==> config.mk <==
export PLATFORM = sky130hd
export DESIGN_NAME = amtr_bank
export DESIGN_NICKNAME = d
export VERILOG_FILES = /design/src/amtr_bank.v /design/src/amtr_sync.v
export VERILOG_INCLUDE_DIRS = /design/src
export SDC_FILE = /design/constraint.sdc
export NUM_CORES = 1
export LEC_CHECK = 0
export BUFFER_PORTS_ARGS = -buffer_cell sky130_fd_sc_hd__buf_4
export CAP_MARGIN = 15
export CORE_ASPECT_RATIO = 1.1
export CORE_UTILIZATION = 53
export CTS_BUF_LIST = sky130_fd_sc_hd__clkbuf_8
export DETAILED_ROUTE_END_ITERATION = 10
export GPL_TIMING_DRIVEN = 0
export PLACE_DENSITY_LB_ADDON = 0.15
export SYNTH_ARGS = -nofsm -noshare
export SYNTH_HDL_FRONTEND = slang
export SYNTH_SLANG_ARGS = --single-unit
==> constraint.sdc <==
create_clock -name CLK -period 3.1 [get_ports CLK]
set_input_delay 0.155 -clock CLK [delete_from_list [all_inputs] [get_ports CLK]]
set_output_delay 0.155 -clock CLK [all_outputs]
set_load 0.02 [all_outputs]
==> src/amtr_regs.vh <==
// Constants for the alarm mask and trim register bank.
// Assumes a single 200 MHz clock and a slow serial control port sampled on it.
`ifndef AMTR_REGS_VH
`define AMTR_REGS_VH

// ----------------------------------------------------------------
// Register addresses (15-bit byte addresses)
// ----------------------------------------------------------------
`define AMTR_ADDR_SUMMARY 15'h02C0
`define AMTR_ADDR_STATUS 15'h02C1
`define AMTR_ADDR_SUPPRESS 15'h02C2
`define AMTR_ADDR_TIME_A_DUAL 15'h0310
`define AMTR_ADDR_TIME_B_DUAL 15'h0313
`define AMTR_ADDR_TIME_AQ_IN1 15'h0314
`define AMTR_ADDR_TIME_BI_IN1 15'h0315
`define AMTR_ADDR_TIME_AQ_IN2 15'h031A
`define AMTR_ADDR_TIME_BI_IN2 15'h031B
`define AMTR_ADDR_OFF_IN1_LO 15'h0344
`define AMTR_ADDR_OFF_IN1_HI 15'h0345
`define AMTR_ADDR_OFF_IN2_LO 15'h0346
`define AMTR_ADDR_OFF_IN2_HI 15'h0347

// ----------------------------------------------------------------
// Field positions and reset values
// ----------------------------------------------------------------
`define AMTR_REALIGN_BIT 2
`define AMTR_DIVIDER_BIT 0
`define AMTR_SUPPRESS_RESET 8'h05
`define AMTR_STATUS_RESET 8'h05

// ----------------------------------------------------------------
// Serial frame layout: R/W bit, 15 address bits, data bytes
// ----------------------------------------------------------------
`define AMTR_CNT_ADDR_LAST 5'h0F
`define AMTR_CNT_DATA_FIRST 5'h10
`define AMTR_CNT_DATA_LAST 5'h17
`define AMTR_TIME_NONE 3'h7

`endif

==> src/amtr_bank.v <==
// Alarm suppress, event status and trim register bank behind the serial control port.
// Assumes serial clock at most one eighth of CLK; events and fuse values come from CLK logic.
`timescale 1ns/10ps
`default_nettype none
`include "amtr_regs.vh"
module amtr_bank #(
  parameter TIME_N = 6,
  parameter OFF_N = 2,
  parameter TW = 8,
  parameter OW = 12
) (
  // Clock and reset
  input wire CLK,
  input wire RST,
  // Serial control port
  input wire SCS_N,
  input wire SCLK,
  input wire SDI,
  output wire SDO,
  output wire SDO_OE,
  // Alarm events and summary
  input wire REALIGN_EVENT,
  input wire DIVIDER_MISMATCH_EVENT,
  output wire ALERT_SUMMARY,
  // Fuse defaults and trim outputs
  input wire [TIME_N*TW-1:0] FUSE_TIME_TRIM,
  input wire [OFF_N*OW-1:0] FUSE_OFFSET_TRIM,
  output wire [TIME_N*TW-1:0] TIME_TRIM,
  output wire [OFF_N*OW-1:0] OFFSET_TRIM
);
  // ----------------------------------------------------------------
  // Pin synchronisation and edge detection
  // ----------------------------------------------------------------
  wire [2:0] pins_s;
  reg sclk_prev_q;
  amtr_sync #(.W(3), .INIT(3'h4)) u_sync (
    .CLK(CLK),
    .RST(RST),
    .D({SCS_N, SCLK, SDI}),
    .Q(pins_s)
  );
  wire cs_n_s = pins_s[2];
  wire sclk_s = pins_s[1];
  wire sdi_s = pins_s[0];
  wire rise = sclk_s & ~sclk_prev_q & ~cs_n_s;
  wire fall = ~sclk_s & sclk_prev_q & ~cs_n_s;

  // ----------------------------------------------------------------
  // Register storage
  // ----------------------------------------------------------------
  reg [TW-1:0] time_q [0:TIME_N-1];
  reg [OW-1:0] off_q [0:OFF_N-1];
  reg realign_sup_q;
  reg divider_sup_q;
  reg realign_flag_q;
  reg divider_flag_q;
  reg summary_q;

  // Serial engine state.
  reg [4:0] cnt_q;
  reg [14:0] hdr_q;
  reg [14:0] addr_q;
  reg rd_q;
  reg [6:0] din_q;
  reg [7:0] dout_q;
  reg sdo_q;
  reg sdo_oe_q;

  // ----------------------------------------------------------------
  // Address decode
  // ----------------------------------------------------------------
  // Per core mode slots
  function [2:0] time_idx;
    input [14:0] a;
    begin
      if (a == `AMTR_ADDR_TIME_A_DUAL) time_idx = 3'h0;
      else if (a == `AMTR_ADDR_TIME_B_DUAL) time_idx = 3'h1;
      else if (a == `AMTR_ADDR_TIME_AQ_IN1) time_idx = 3'h2;
      else if (a == `AMTR_ADDR_TIME_BI_IN1) time_idx = 3'h3;
      else if (a == `AMTR_ADDR_TIME_AQ_IN2) time_idx = 3'h4;
      else if (a == `AMTR_ADDR_TIME_BI_IN2) time_idx = 3'h5;
      else time_idx = `AMTR_TIME_NONE;
    end
  endfunction

  // Returns {hit, index, high byte}.
  function [2:0] off_sel;
    input [14:0] a;
    begin
      if (a == `AMTR_ADDR_OFF_IN1_LO) off_sel = 3'h4;
      else if (a == `AMTR_ADDR_OFF_IN1_HI) off_sel = 3'h5;
      else if (a == `AMTR_ADDR_OFF_IN2_LO) off_sel = 3'h6;
      else if (a == `AMTR_ADDR_OFF_IN2_HI) off_sel = 3'h7;
      else off_sel = 3'h0;
    end
  endfunction

  // Unmapped addresses and reserved bits read as zero.
  function [7:0] read_byte;
    input [14:0] a;
    reg [2:0] ti;
    reg [2:0] os;
    begin
      ti = time_idx(a);
      os = off_sel(a);
      read_byte = 8'h00;
      if (a == `AMTR_ADDR_SUMMARY) begin
        read_byte[0] = summary_q;
      end else if (a == `AMTR_ADDR_STATUS) begin
        read_byte[`AMTR_REALIGN_BIT] = realign_flag_q;
        read_byte[`AMTR_DIVIDER_BIT] = divider_flag_q;
      end else if (a == `AMTR_ADDR_SUPPRESS) begin
        read_byte[`AMTR_REALIGN_BIT] = realign_sup_q;
        read_byte[`AMTR_DIVIDER_BIT] = divider_sup_q;
      end else if (ti != `AMTR_TIME_NONE) begin
        read_byte = time_q[ti];
      end else if (os[2] && os[0]) begin
        read_byte = {4'h0, off_q[os[1]][OW-1:8]};
      end else if (os[2]) begin
        read_byte = off_q[os[1]][7:0];
      end
    end
  endfunction

  // ----------------------------------------------------------------
  // Serial frame engine
  // ----------------------------------------------------------------
  wire data_done = rise && (cnt_q == `AMTR_CNT_DATA_LAST);
  wire wr_stb = data_done && !rd_q;
  wire [7:0] wr_data = {din_q, sdi_s};
  wire [14:0] addr_next = addr_q + 15'h0001;
  wire [2:0] wr_ti = time_idx(addr_q);
  wire [2:0] wr_os = off_sel(addr_q);

  always @(posedge CLK) begin
    if (RST) begin
      sclk_prev_q <= 1'b0;
      cnt_q <= 5'h00;
      hdr_q <= 15'h0000;
      addr_q <= 15'h0000;
      rd_q <= 1'b0;
      din_q <= 7'h00;
      dout_q <= 8'h00;
      sdo_q <= 1'b0;
      sdo_oe_q <= 1'b0;
    end else begin
      sclk_prev_q <= sclk_s;
      if (cs_n_s) begin
        cnt_q <= 5'h00;
        sdo_oe_q <= 1'b0;
      end else if (rise) begin
        if (cnt_q < `AMTR_CNT_DATA_FIRST) begin
          hdr_q <= {hdr_q[13:0], sdi_s};
          cnt_q <= cnt_q + 5'h01;
          // After fifteen shifts the read flag sits at the top; the fourteen bits below it and the current SDI bit make the address.
          if (cnt_q == `AMTR_CNT_ADDR_LAST) begin
            rd_q <= hdr_q[14];
            addr_q <= {hdr_q[13:0], sdi_s};
            dout_q <= read_byte({hdr_q[13:0], sdi_s});
          end
        end else if (data_done) begin
          // Streaming: the next byte goes to the next address.
          cnt_q <= `AMTR_CNT_DATA_FIRST;
          addr_q <= addr_next;
          dout_q <= read_byte(addr_next);
        end else begin
          din_q <= {din_q[5:0], sdi_s};
          cnt_q <= cnt_q + 5'h01;
        end
      end else if (fall && rd_q && (cnt_q >= `AMTR_CNT_DATA_FIRST)) begin
        sdo_q <= dout_q[7];
        dout_q <= {dout_q[6:0], 1'b0};
        sdo_oe_q <= 1'b1;
      end
    end
  end

  // ----------------------------------------------------------------
  // Trim registers
  // ----------------------------------------------------------------
  integer i;
  always @(posedge CLK) begin
    if (RST) begin
      for (i = 0; i < TIME_N; i = i + 1) begin
        time_q[i] <= FUSE_TIME_TRIM[i*TW +: TW];
      end
      for (i = 0; i < OFF_N; i = i + 1) begin
        off_q[i] <= FUSE_OFFSET_TRIM[i*OW +: OW];
      end
    end else if (wr_stb) begin
      if (wr_ti != `AMTR_TIME_NONE) begin
        time_q[wr_ti] <= wr_data;
      end
      if (wr_os[2] && wr_os[0]) begin
        off_q[wr_os[1]][OW-1:8] <= wr_data[OW-9:0];
      end else if (wr_os[2]) begin
        off_q[wr_os[1]][7:0] <= wr_data;
      end
    end
  end

  genvar g;
  generate
    for (g = 0; g < TIME_N; g = g + 1) begin : g_time
      assign TIME_TRIM[g*TW +: TW] = time_q[g];
    end
    for (g = 0; g < OFF_N; g = g + 1) begin : g_off
      assign OFFSET_TRIM[g*OW +: OW] = off_q[g];
    end
  endgenerate

  // ----------------------------------------------------------------
  // Suppress mask, event flags and summary
  // ----------------------------------------------------------------
  wire wr_status = wr_stb && (addr_q == `AMTR_ADDR_STATUS);
  wire wr_suppress = wr_stb && (addr_q == `AMTR_ADDR_SUPPRESS);
  wire [7:0] sup_rst = `AMTR_SUPPRESS_RESET;
  wire [7:0] flag_rst = `AMTR_STATUS_RESET;

  always @(posedge CLK) begin
    if (RST) begin
      realign_sup_q <= sup_rst[`AMTR_REALIGN_BIT];
      divider_sup_q <= sup_rst[`AMTR_DIVIDER_BIT];
      realign_flag_q <= flag_rst[`AMTR_REALIGN_BIT];
      divider_flag_q <= flag_rst[`AMTR_DIVIDER_BIT];
      summary_q <= 1'b0;
    end else begin
      if (wr_suppress) begin
        realign_sup_q <= wr_data[`AMTR_REALIGN_BIT];
        divider_sup_q <= wr_data[`AMTR_DIVIDER_BIT];
      end
      realign_flag_q <= REALIGN_EVENT |
        (realign_flag_q & ~(wr_status & wr_data[`AMTR_REALIGN_BIT]));
      divider_flag_q <= DIVIDER_MISMATCH_EVENT |
        (divider_flag_q & ~(wr_status & wr_data[`AMTR_DIVIDER_BIT]));
      summary_q <= (realign_flag_q & ~realign_sup_q) | (divider_flag_q & ~divider_sup_q);
    end
  end

  assign SDO = sdo_q;
  assign SDO_OE = sdo_oe_q;
  assign ALERT_SUMMARY = summary_q;
endmodule
`default_nettype wire

==> src/amtr_sync.v <==
// Two-flop synchroniser for asynchronous pin inputs.
// Assumes inputs change slowly compared with CLK.
`timescale 1ns/10ps
`default_nettype none
module amtr_sync #(
  parameter W = 1,
  parameter [W-1:0] INIT = {W{1'b0}}
) (
  // Clock and reset
  input wire CLK,
  input wire RST,
  // Data
  input wire [W-1:0] D,
  output wire [W-1:0] Q
);
  reg [W-1:0] meta_q;
  reg [W-1:0] sync_q;

  always @(posedge CLK) begin
    if (RST) begin
      meta_q <= INIT;
      sync_q <= INIT;
    end else begin
      meta_q <= D;
      sync_q <= meta_q;
    end
  end

  assign Q = sync_q;
endmodule
`default_nettype wire
Word level (Yosys, flattened, before mapping) --
Memories as Yosys holds them, arrays and structs flattened. Index checks and enable logic that the tools add are counted.
Cells by class: add/subtract/negate cells 2, order comparisons 2, equality and inequality tests 46, multiplexer cells 107, bitwise gates (word level) 23, reductions and logical operators 22
Operators by type and width (count):
- 15-bit by 10-bit == test with 1-bit output, second input constant | 38
- 3-bit 2-to-1 mux | 45
- 8-bit 2-to-1 mux | 12
- 15-bit 2-to-1 mux | 3
- 1-bit 2-to-1 mux | 31
- 5-bit 2-to-1 mux | 6
- 4-bit AND reduction | 4
- 15-bit by 1-bit adder with 15-bit output, second input constant | 1
- 2-bit 2-to-1 mux | 7
- 7-bit 2-to-1 mux | 2
- 12-bit 2-to-1 mux | 1
- 12-bit OR reduction | 1
- 1-bit bitwise AND | 10
- 1-bit inverter | 10
- 1-bit logical AND | 9
- 3-bit inequality test, second input constant | 3
- 8-bit OR reduction | 1
- 3-bit AND reduction | 2
- 5-bit by 1-bit adder with 5-bit output, second input constant | 1
- 5-bit by 4-bit == test with 1-bit output, second input constant | 1
- 5-bit == test, second input constant | 1
- 5-bit greater-or-equal comparator, second input constant | 1
- 5-bit < comparator, second input constant | 1
- 2-bit nonzero test | 2
- other kinds (7) | 9
Storage, ports and cells: register bits after elaboration 65, bits in writable memories 72, input bits 79, output and inout bits 75, logic and storage cells 220, memories 2
Memory list:
- time_q | words 6, bits a word 8, read ports 8, clocked after Yosys merged registers in 0, write ports 6, line amtr_bank.v:51 | reg [TW-1:0] time_q [0:TIME_N-1];
- off_q | words 2, bits a word 12, read ports 4, clocked after Yosys merged registers in 0, write ports 2, line amtr_bank.v:52 | reg [OW-1:0] off_q [0:OFF_N-1];

Depth between registers and ports, before layout --
depth in word-level cells 21, depth in mapped cells 13, depth with buffers taken out 10

Hierarchy --
From an unflattened synthesis, not the netlist that was laid out.
Second synthesis, totals: cell total of the unflattened synthesis 1020, area, all modules 9078.7 um^2
By module, submodules not included:
- amtr_bank | instances 1, cells an instance 1008, area an instance 8921.1 um^2
- amtr_sync | instances 1, cells an instance 12, area an instance 157.7 um^2

Least setup slack after synthesis --
OpenSTA, ideal clock, no wires.
path kind flip-flop to flip-flop, start reg addr_q[10], end mem time_q[3][0] (data pin), arrival time 2.967 ns, required time 2.840 ns, slack -0.127 ns, cell stages (with the launch flop) 12, clock period less this slack 3.227 ns, path through dfxtp_1 > buf_6 > or4_4 > nor2_2 > nand3_1 > or4_1 > o32a_2 > a211o_1 > buf_6 > or3_1 > buf_6 > mux2_4
RTL lines:
- start, declared | line amtr_bank.v:62 | reg [14:0] addr_q;
- start signal, assigned | line amtr_bank.v:158 | addr_q <= {hdr_q[13:0], sdi_s};
- start signal, assigned | line amtr_bank.v:164 | addr_q <= addr_next;
- end, declared | line amtr_bank.v:51

==> results.cfg <==
[outcome]
outcome = finished, violations left
violations = negative setup slack

[yosys]
yosys.area.top_type_share_pct = 27.30
synth_area_leaders = edfxtp_1 (27%), dfxtp_1 (15%), mux2_2 (9.1%)
netlist_top_cells_count = nand2_1 (121), edfxtp_1 (79), nor2_1 (78)
synth_area_leader_cell = edfxtp_1
ys_types = 76
synth-main-ff-cell = edfxtp_1
synth_area_um2 = 8690
yosysMostFrequentCell = nand2_1
synth_warnings = 0
ys_seq_area_share_pct = 42.28
synth_cells = 928
async_reset_ff_share_pct = 0
synth-edff-count = 79
ys_ff_latch = 144
synth.avg_cell_area_um2 = 9.364

[worst_setup_path]
r2r_slack_ps = -270
cp.required_ps = 3340
timing.rr.end = time_q[2][7]
worstPathMaxFanout = 4
worst_setup_path_end_kind = flip-flop
startpoint = addr_q[13]
path_class = reg2reg
worstSetupEndpoint = time_q[2][7]
cp-start-kind = flip-flop
worstPathArrival_ps = 3610
rr_startpoint = addr_q[13]
r2r_cells = 9

[pwr]
p_comb_share_pct = 13.0
p_per_area_nw_per_um2 = 358.0
p_leak_uw = 0.004771
swShare_pct = 28.60
power.switching_uw = 1222
seq_power_share_pct = 51.2
p_clk_share_pct = 35.8
p_int_uw = 3051
ir_worst_vdd_mv = 0.2944

[grt]
gr-max-usage-layer = met2
use_met2_pct = 67.16
use_met3_pct = 10.03
grt_pass1_vias = 8858
grt_usage_pct = 41.26
grt_remaining_overflow = 0
grt_pass1_wl_um = 50840
grt_max_degree = 17
gr-usage-met1_pct = 48.42
antenna_found_initial = 0

[cts]
htreeDepth = 4
root_buffer = clkbuf_8
clock_path_buffers = 2
tritoncts = done
clk_pin_slew_ps = 90
worstSkewPairLatency_ps = 480
cts.sinks = 144
numCtsBuffers = 17

[timing]
clock_skew_ps = 18.60
setup_viol = 81
fin_crit_sh_pct = 108.7
tightest_slew_ps = 1221
max_slew_margin_pct = 18.63
hold_viol = 0
period_minus_slack_ps = 3369
fmax_ghz = 0.2968
fin_ws_ps = -269.0
final_max_slew_viol_count = 0
fin_hold_ws_ps = 6.519
rsz0062_at_grt = yes
setup_tns_ps = -13150

[floorplanning]
core_um2 = 15860
fp.dieArea_um2 = 16910
num_io_pins = 154
start_util_pct = 54.81
die_x_um = 124.1
fp-row-count = 48
fp.dieH_um = 136.3

[cells_and_area]
multi_input_area_um2 = 5186
regArea_um2 = 3694
nets = 1278
fill_cells = 1097
drive_above_1_share_pct = 32.25
insertedDiodeCount = 0
area.growth.synth_to_final_pct = 37.38

[placed_design]
dp_hpwl_um = 23750
port_buffers = 153
routabilityCongestion = 1.016

[route]
vias = 9273
wl_per_cell_um = 25.47
vias_per_cell = 6.609
drtIter0Drc = 1322
first_pass_iters = 7
drc = 0
wl_um = 35730
ant_nets = 0

[flow_run]
drv_cap = 0

[min_path]
min_path_type = in2reg
placed cells by master, fill, tap and decap left out, drive strengths merged, types with 13 or more instances in the layout:
cell type    synthesis  routed
a211oi              14      14
a21oi               64      64
a31oi               17      17
buf                 11     186
clkbuf              55      69
dfxtp               65      65
dlygate4sd3          0      66
edfxtp              79      79
inv                 11      18
mux2                78      78
mux2i               28      28
nand2              121     121
nand3               37      37
nand4               20      20
nor2                79      79
nor2b               13      13
nor3                19      19
o21ai               37      37
cells by family after synthesis:
family | synth area share, %
other | 0.04316
AND/OR/NAND/NOR | 20.22
multiplexers | 14.72
adder cells (fa/ha/maj) | 1.296
buffers and inverters | 3.744
AO/OA/AOI/OAI | 16.70
XOR/XNOR | 1.008
flip-flops | 42.28
state kept, by name (all words and copies together), names as in the netlist, 3 cells and up:
name / cells
dout_q: 8
off_q: 24
din_q: 7
hdr_q: 15
time_q: 55
u_sync.meta_q: 3
addr_q: 15
cnt_q: 5
u_sync.Q: 3
cell type report:
cell class | count | area share [%]
Buffer | 58 | 2.379
Clock buffer | 18 | 2.075
Clock inverter | 14 | 1.111
Inverter | 11 | 0.3459
Multi-Input combinational cell | 713 | 43.44
Sequential cell | 144 | 30.94
Tap cell | 200 | 2.096
Timing Repair Buffer | 245 | 17.61
per-layer routing:
| metal | wire length [um] | up-vias |
|---|---|---|
| met1 | 12600 | 4369 |
| met5 | 0 | - |
| li1 | - | 3982 |
| met2 | 16950 | 746 |
| met4 | 2378 | 0 |
| met3 | 3807 | 176 |
metrics by stage:
| step | setup WS [ps] | area (um^2) | utilization, % | power, uW | cells |
|---|---|---|---|---|---|
| after detailed placement | -956.9 | 10120 | 63.82 | 2653 | 1287 |
| final | -269.0 | 11940 | 75.29 | 4274 | 1403 |
| after global placement | -946.2 | 10110 | 63.79 | 2648 | 1287 |
| after floorplan | 4.804 | 8715 | - | 2395 | 934 |
| after CTS | -223.5 | 11490 | 72.47 | 4173 | 1392 |
| after global routing | -366.3 | 11940 | 75.29 | 4360 | 1403 |
timing repair:
action / CTS / global route
resized for setup: 71 / 81
pin swaps: 6 / 13
hold buffers: 63 / 3
setup buffers: 13 / 10
cloned: 1 / 2
endpoints found under the hold margin: 63 / 3
endpoints found under the setup margin: 147 / 132
power groups by stage:
| stage | clock network [uW] | registers [uW] | logic, uW |
|---|---|---|---|
| after global routing | 1600 | 2190 | 577 |
| after CTS | 1490 | 2180 | 508 |
| after floorplan | 0 | 2260 | 130 |
| final | 1530 | 2190 | 557 |
| after global placement | 0 | 2220 | 425 |
| after detailed placement | 0 | 2220 | 431 |
worst min path at each step:
| stage | slack, ps | depth (start not counted) | startpoint | to |
|---|---|---|---|---|
| finish | 7 | 2 | FUSE_OFFSET_TRIM[9] | off_q[0][9] |
| detailed placement | 340 | 2 | SCS_N | u_sync.meta_q[2] |
| global route | -3 | 2 | FUSE_OFFSET_TRIM[9] | off_q[0][9] |
| floorplan | 260 | 1 | DIVIDER_MISMATCH_EVENT | divider_flag_q |
| global placement | 340 | 2 | DIVIDER_MISMATCH_EVENT | divider_flag_q |
| CTS | 0.01 | 2 | FUSE_OFFSET_TRIM[9] | off_q[0][9] |
critical path, stage by stage (launching register included):
cell and delay [ps]:
dfxtp_4 350, or4_4 580, nor3_4 240, nand4_1 210, o32a_4 410, a211o_4 360
buf_12 140, nor3b_4 300, clkbuf_16 220, mux2_4 300
Note: power is estimated with default switching activity, not from simulation.
